[src/verilog/hpcs_regs.vh]
`ifndef HPCS_REGS_VH
`define HPCS_REGS_VH
// ----------------------------------------------------------------------
// Configuration select decode
// ----------------------------------------------------------------------
`define HPCS_DEV_FIRST 5'h05
`define HPCS_DEV_LAST 5'h0A
`define HPCS_IDSEL_COUNT 6
`define HPCS_IDSEL_BASE_LINE 21
`define HPCS_DEV_TO_LINE 16
// ----------------------------------------------------------------------
// Arbiter
// ----------------------------------------------------------------------
`define HPCS_REQ_COUNT 3
`define HPCS_REQ_FAST_NIC 0
`define HPCS_REQ_HOME_NIC 1
`define HPCS_REQ_EXPANSION 2
// ----------------------------------------------------------------------
// Sideband link and timing
// ----------------------------------------------------------------------
`define HPCS_SB_LSB 2
`define HPCS_SB_MSB 17
`define HPCS_SB_WIDTH 16
`define HPCS_CLK_MHZ 40
`define HPCS_PCI_MHZ 33
`define HPCS_FLOAT_NS 50
`define HPCS_FLOAT_CYC ((`HPCS_FLOAT_NS * `HPCS_CLK_MHZ + 999) / 1000)
`endif

[src/verilog/hpcs_top.v]
// Function
// - Configuration access to devices 5 to 10 drives exactly one of six ID select lines.
// - Devices 5 to 10 select address lines 21 to 26 (line minus 16).
// - Bus side runs 33 MHz revision 2.0 signalling at 5 V.
// - Arbiter offers three request/grant pairs: two NICs, one expansion.
// - Sideband link rides CPU address pins 2 to 17, no own pins.
// - Assert CPU address hold while link runs; CPU floats its address.
// - Home NIC irq on line a, fast NIC irq on line b.
`timescale 1ns/1ps
`include "hpcs_regs.vh"
module hpcs_top #(
	parameter DEV_W = 5,
	parameter FLOAT_CYC = `HPCS_FLOAT_CYC
)(
	clk_sys,
	sys_rst,
	cfg_access,
	cfg_dev_num,
	id_select,
	pci_req,
	pci_bus_idle,
	pci_gnt,
	home_nic_irq,
	fast_nic_irq,
	pci_irq_line_a,
	pci_irq_line_b,
	sb_request,
	sb_wdata,
	sb_write,
	sb_done,
	cpu_addr_in,
	sb_rdata,
	cpu_address_hold,
	sb_addr_out,
	sb_addr_oe,
	sb_busy
);
	input wire clk_sys;
	input wire sys_rst;
	input wire cfg_access;
	input wire [DEV_W-1:0] cfg_dev_num;
	output reg [`HPCS_IDSEL_COUNT-1:0] id_select;
	input wire [`HPCS_REQ_COUNT-1:0] pci_req;
	input wire pci_bus_idle;
	output reg [`HPCS_REQ_COUNT-1:0] pci_gnt;
	input wire home_nic_irq;
	input wire fast_nic_irq;
	output reg pci_irq_line_a;
	output reg pci_irq_line_b;
	input wire sb_request;
	input wire [`HPCS_SB_WIDTH-1:0] sb_wdata;
	input wire sb_write;
	input wire sb_done;
	input wire [`HPCS_SB_MSB:`HPCS_SB_LSB] cpu_addr_in;
	output reg [`HPCS_SB_WIDTH-1:0] sb_rdata;
	output reg cpu_address_hold;
	output reg [`HPCS_SB_MSB:`HPCS_SB_LSB] sb_addr_out;
	output reg sb_addr_oe;
	output reg sb_busy;

	// ------------------------------------------------------------------
	// Configuration select decode
	// ------------------------------------------------------------------
	// One-hot select; devices outside 5..10 select nothing.
	// The bus side timing (33 MHz, rev 2.0, 5 V) lives in the pad ring.
	reg [`HPCS_IDSEL_COUNT-1:0] id_select_next;
	integer k;
	always @*
	begin
		id_select_next = {`HPCS_IDSEL_COUNT{1'b0}};
		for (k = 0; k < `HPCS_IDSEL_COUNT; k = k + 1)
		begin
			if (cfg_access && cfg_dev_num == k[DEV_W-1:0] +
				`HPCS_DEV_FIRST)
				id_select_next[k] = 1'b1;
		end
	end

	always @(posedge clk_sys)
	begin
		if (sys_rst)
			id_select <= {`HPCS_IDSEL_COUNT{1'b0}};
		else
			id_select <= id_select_next;
	end

	// ------------------------------------------------------------------
	// Arbiter
	// ------------------------------------------------------------------
	// Round robin keeps the expansion slot from starving behind the NICs.
	reg [1:0] last_reg;
	reg [`HPCS_REQ_COUNT-1:0] gnt_next;
	reg [1:0] win_next;
	reg found;
	integer i;
	integer idx;
	always @*
	begin
		gnt_next = pci_gnt;
		win_next = last_reg;
		found = 1'b0;
		idx = 0;
		if (pci_gnt != {`HPCS_REQ_COUNT{1'b0}})
		begin
			if ((pci_gnt & pci_req) == {`HPCS_REQ_COUNT{1'b0}})
				gnt_next = {`HPCS_REQ_COUNT{1'b0}};
		end
		else if (pci_bus_idle)
		begin
			for (i = 1; i <= `HPCS_REQ_COUNT; i = i + 1)
			begin
				idx = (last_reg + i) % `HPCS_REQ_COUNT;
				if (!found && pci_req[idx])
				begin
					found = 1'b1;
					gnt_next = {`HPCS_REQ_COUNT{1'b0}};
					gnt_next[idx] = 1'b1;
					win_next = idx[1:0];
				end
			end
		end
	end

	always @(posedge clk_sys)
	begin
		if (sys_rst)
		begin
			pci_gnt <= {`HPCS_REQ_COUNT{1'b0}};
			last_reg <= 2'h2;
		end
		else
		begin
			pci_gnt <= gnt_next;
			last_reg <= win_next;
		end
	end

	// ------------------------------------------------------------------
	// Interrupt routing
	// ------------------------------------------------------------------
	always @(posedge clk_sys)
	begin
		if (sys_rst)
		begin
			pci_irq_line_a <= 1'b0;
			pci_irq_line_b <= 1'b0;
		end
		else
		begin
			pci_irq_line_a <= home_nic_irq;
			pci_irq_line_b <= fast_nic_irq;
		end
	end

	// ------------------------------------------------------------------
	// Sideband link on shared address pins
	// ------------------------------------------------------------------
	localparam ST_IDLE = 2'h0;
	localparam ST_HOLD = 2'h1;
	localparam ST_XFER = 2'h2;
	localparam ST_FLOAT = 2'h3;
	reg [1:0] state_reg;
	reg [15:0] cnt_reg;

	// Pins are driven only after the CPU has had its hold for FLOAT_CYC,
	// and released FLOAT_CYC before the hold drops, so outside reset (which clears both in one cycle) the two never fight.
	always @(posedge clk_sys)
	begin
		if (sys_rst)
		begin
			state_reg <= ST_IDLE;
			cnt_reg <= 16'h0000;
			cpu_address_hold <= 1'b0;
			sb_addr_oe <= 1'b0;
			sb_addr_out <= {`HPCS_SB_WIDTH{1'b0}};
			sb_rdata <= {`HPCS_SB_WIDTH{1'b0}};
			sb_busy <= 1'b0;
		end
		else
		begin
			case (state_reg)
			ST_IDLE:
			begin
				if (sb_request)
				begin
					cpu_address_hold <= 1'b1;
					sb_busy <= 1'b1;
					cnt_reg <= FLOAT_CYC[15:0];
					state_reg <= ST_HOLD;
				end
			end
			ST_HOLD:
			begin
				if (cnt_reg > 16'h0001)
					cnt_reg <= cnt_reg - 16'h0001;
				else
				begin
					sb_addr_out <= sb_wdata;
					sb_addr_oe <= sb_write;
					state_reg <= ST_XFER;
				end
			end
			ST_XFER:
			begin
				if (!sb_write)
					sb_rdata <= cpu_addr_in;
				if (sb_done)
				begin
					sb_addr_oe <= 1'b0;
					cnt_reg <= FLOAT_CYC[15:0];
					state_reg <= ST_FLOAT;
				end
			end
			ST_FLOAT:
			begin
				if (cnt_reg > 16'h0001)
					cnt_reg <= cnt_reg - 16'h0001;
				else
				begin
					cpu_address_hold <= 1'b0;
					sb_busy <= 1'b0;
					state_reg <= ST_IDLE;
				end
			end
			default:
				state_reg <= ST_IDLE;
			endcase
		end
	end
endmodule

[config.mk]
export PLATFORM = sky130hd
export DESIGN_NAME = hpcs_top
export DESIGN_NICKNAME = d
export VERILOG_FILES = /design/src/verilog/hpcs_top.v
export VERILOG_INCLUDE_DIRS = /design/src /design/src/verilog
export SDC_FILE = /design/constraint.sdc
export NUM_CORES = 1
export LEC_CHECK = 0
export ABC_CLOCK_PERIOD_IN_PS = 2300
export BUFFER_PORTS_ARGS = -buffer_cell sky130_fd_sc_hd__buf_2
export CORE_UTILIZATION = 50
export DETAILED_ROUTE_END_ITERATION = 6
export PLACE_DENSITY = 0.78
export SLEW_MARGIN = 20
export SYNTH_ARGS = -nofsm -noshare
export SYNTH_HDL_FRONTEND = slang
export SYNTH_SLANG_ARGS = --single-unit
export TNS_END_PERCENT = 50
[constraint.sdc]
create_clock -name clk_sys -period 2.3 [get_ports clk_sys]
set_input_delay 0 -clock clk_sys [delete_from_list [all_inputs] [get_ports clk_sys]]
set_output_delay 0 -clock clk_sys [all_outputs]
set_load 0.01 [all_outputs]
==> results.toml <==
[placement]
place.gp.congestion = 0.903
io_buffers = 94
dp.cells = 520
dp_hpwl_mm = 5.03

[detailed_routing]
final_antenna_net_count = 0
drt_iter0_drc = 122
vias = 3118
route.detailed.drc = 0
via_per_inst = 5.37
wire_per_inst_um = 14.0
wl_mm = 8.12
drt_first_pass_iters = 4

[worst_hold_path]
hold_depth = 3
min_path_type = "in -> reg"

[clock_network]
cts.htree.levels = 3
clock_sinks = 65
cts_tree = "built"
cts_setup_buffers = 0
clk_pin_slew_ns = 0.07
cts_root_buffer = "clkbuf_8"
cts-resized-gates = 0
clkLatencyLatePin_ns = 0.34
cts_made_buffers = 9
clockBufferDepth = 2

[worst_setup_path]
crit_arrival_ns = 2.36
reg2reg_slack_ns = 0.20
crit_required_ns = 2.56
crit_path_max_fanout = 12
worstReg2RegEnd = "sb_addr_out[4]"
critPathCaptureType = "register"
critPathLaunch = "cnt_reg[0]"
reg2reg_from = "cnt_reg[0]"
worstRegToRegCells = 8
worstSetupEndpoint = "sb_addr_out[4]"
critPathLaunchType = "register"
crit_type = "reg -> reg"

[synthesis]
syn_area_um2 = 3020
ys_ff_latch = 65
syn_inst = 365
yosys-mux-area-fraction = 0.0137
synth_xor_area_frac = 0.0319
ys_types = 52
async_flop_share = 0
yosysWarningCount = 0
synth-simple-area-share = 0.269
synthAdderAreaFrac = 0.0414
syn_nets = 424
synth_area_per_cell_um2 = 8.29
synth_enable_flop_cells = 0
seq_area_frac_synth = 0.430
synth_top_family_by_area = "simple AND/OR/NAND/NOR gates"
synth_compound_area_frac = 0.173
synth_flop_cell = "dfxtp_1"

[sta]
maxSlewViolCount = 0
hold_viol = 0
worst_pin_slew_ns = 0.609
rsz0062_at_grt = "false"
max_freq_mhz = 477
slew_headroom = 0.591
finalCritPeriodShare = 0.912
tns_ns = 0
setup_viol_count_final = 0
period_minus_slack_ns = 2.10
skew_ns = 0.0100

[grt]
track_usage = 0.266
grt_pass1_vias = 2962
antenna_found_initial = 0
grt_max_degree = 26
grt_pass1_wl_mm = 13.0
gr-total-overflow = 0

[layout]
fill_cells = 401
fin_util = 0.750
nets = 563
drive_gt1_frac = 0.263
layout_commonest_cell = "buf_2"
fin_cells = 581
final_cell_mix = "buf_2 (94), nand2_1 (77), dfxtp_1 (65)"
antennaDiodeCount = 0
area_growth_pct = 40.8

[floorplanning]
die_x_um = 79.8
die_area_um2 = 6360
chipHeight_um = 79.8
rows = 27
io_pins = 95
coreArea_um2 = 5680
start_util = 0.533

[power]
worst_ir_drop_vdd_v = 0.000852
p_per_area_nw_per_um2 = 1160
total_leakage_power_nw = 1.85

[run_status]
outcome = "completed"

[flow_run]
drv_cap = 0
metal layers:
layer  vias up  share of wire  routed length [um]  global-route usage
li1       1542              -                   -                   -
met1      1436           0.39                3170               0.287
met2       116           0.53                4290               0.468
met3        24          0.052                 421              0.0846
met4         0          0.029                 233               0.127
met5         -              0                   0                   0
area by class of cell:
class | instances | area, um^2 | share of cell area
Multi-Input combinational cell | 271 | 1600 | 0.376
Clock inverter | 6 | 115 | 0.0270
Tap cell | 72 | 90.1 | 0.0212
Inverter | 11 | 41.3 | 0.00970
Sequential cell | 65 | 1300 | 0.306
Timing Repair Buffer | 146 | 973 | 0.229
Clock buffer | 10 | 138 | 0.0323
cell usage after synthesis (4+ instances only):
| cell type | count | area (um^2) |
|---|---|---|
| nor3_1 | 6 | 30.0 |
| nand3_1 | 9 | 45.0 |
| nand2_1 | 77 | 289 |
| a211oi_1 | 7 | 52.6 |
| xnor2_1 | 11 | 96.3 |
| inv_1 | 11 | 41.3 |
| nor2b_1 | 4 | 25.0 |
| o21ai_0 | 8 | 40.0 |
| nor2_1 | 27 | 101 |
| and2_1 | 5 | 31.3 |
| ha_1 | 10 | 125 |
| nand2b_1 | 8 | 50.1 |
| a21oi_1 | 44 | 220 |
| clkbuf_1 | 12 | 45.0 |
| dfxtp_1 | 65 | 1300 |
logic make-up (layout without fill, tap and decap cells):
family,after synthesis,count (layout)
flops,65,65
fa+ha+maj,10,10
mux,4,4
compound gates,82,82
simple gates,164,164
buf+inv,29,173
xor+xnor,11,11
report_power, final:
part           internal, W  leakage (nW)  switching (W)
sequential         0.00136         0.528       0.000191
combinational     0.000957          1.20        0.00122
clock             0.000753         0.123       0.000449
total              0.00307          1.85        0.00186
through the flow:
| step | setup WS [ns] | power (W) | instance area, um^2 | hold WS, ns |
|---|---|---|---|---|
| floorplan | 0.416 | 0.00315 | 3020 | 0.0767 |
| global placement | 0.366 | 0.00359 | 3550 | 0.217 |
| detailed placement | 0.275 | 0.00365 | 3550 | 0.226 |
| CTS | 0.266 | 0.00492 | 4260 | 0.00162 |
| global route | 0.0131 | 0.00526 | 4260 | 0.00255 |
| finish | 0.203 | 0.00493 | 4260 | 0.0308 |
how the worst min path moves through the flow:
| stage | from | end | slack [ns] |
|---|---|---|---|
| global placement | home_nic_irq | pci_irq_line_a | 0.22 |
| CTS | cfg_dev_num[2] | id_select[3] | 0.002 |
| detailed placement | home_nic_irq | pci_irq_line_a | 0.23 |
| floorplan | cfg_dev_num[0] | id_select[5] | 0.08 |
| global route | cfg_dev_num[2] | id_select[3] | 0.003 |
| finish | cfg_dev_num[2] | id_select[3] | 0.03 |
worst max-delay path: stages, from the launching register on:
cell     delay, ns
dfxtp_1       0.33
inv_1         0.09
ha_1          0.17
nor2_1        0.07
nor3_1        0.48
and3_1        0.38
buf_4         0.23
nand2_1       0.09
a21oi_1       0.19
timing repair:
action | in CTS | in global routing
hold buffers | 45 | 0
setup endpoints to repair | 0 | 0
hold endpoints to repair | 42 | 0
(Power assumes the default switching activity.)
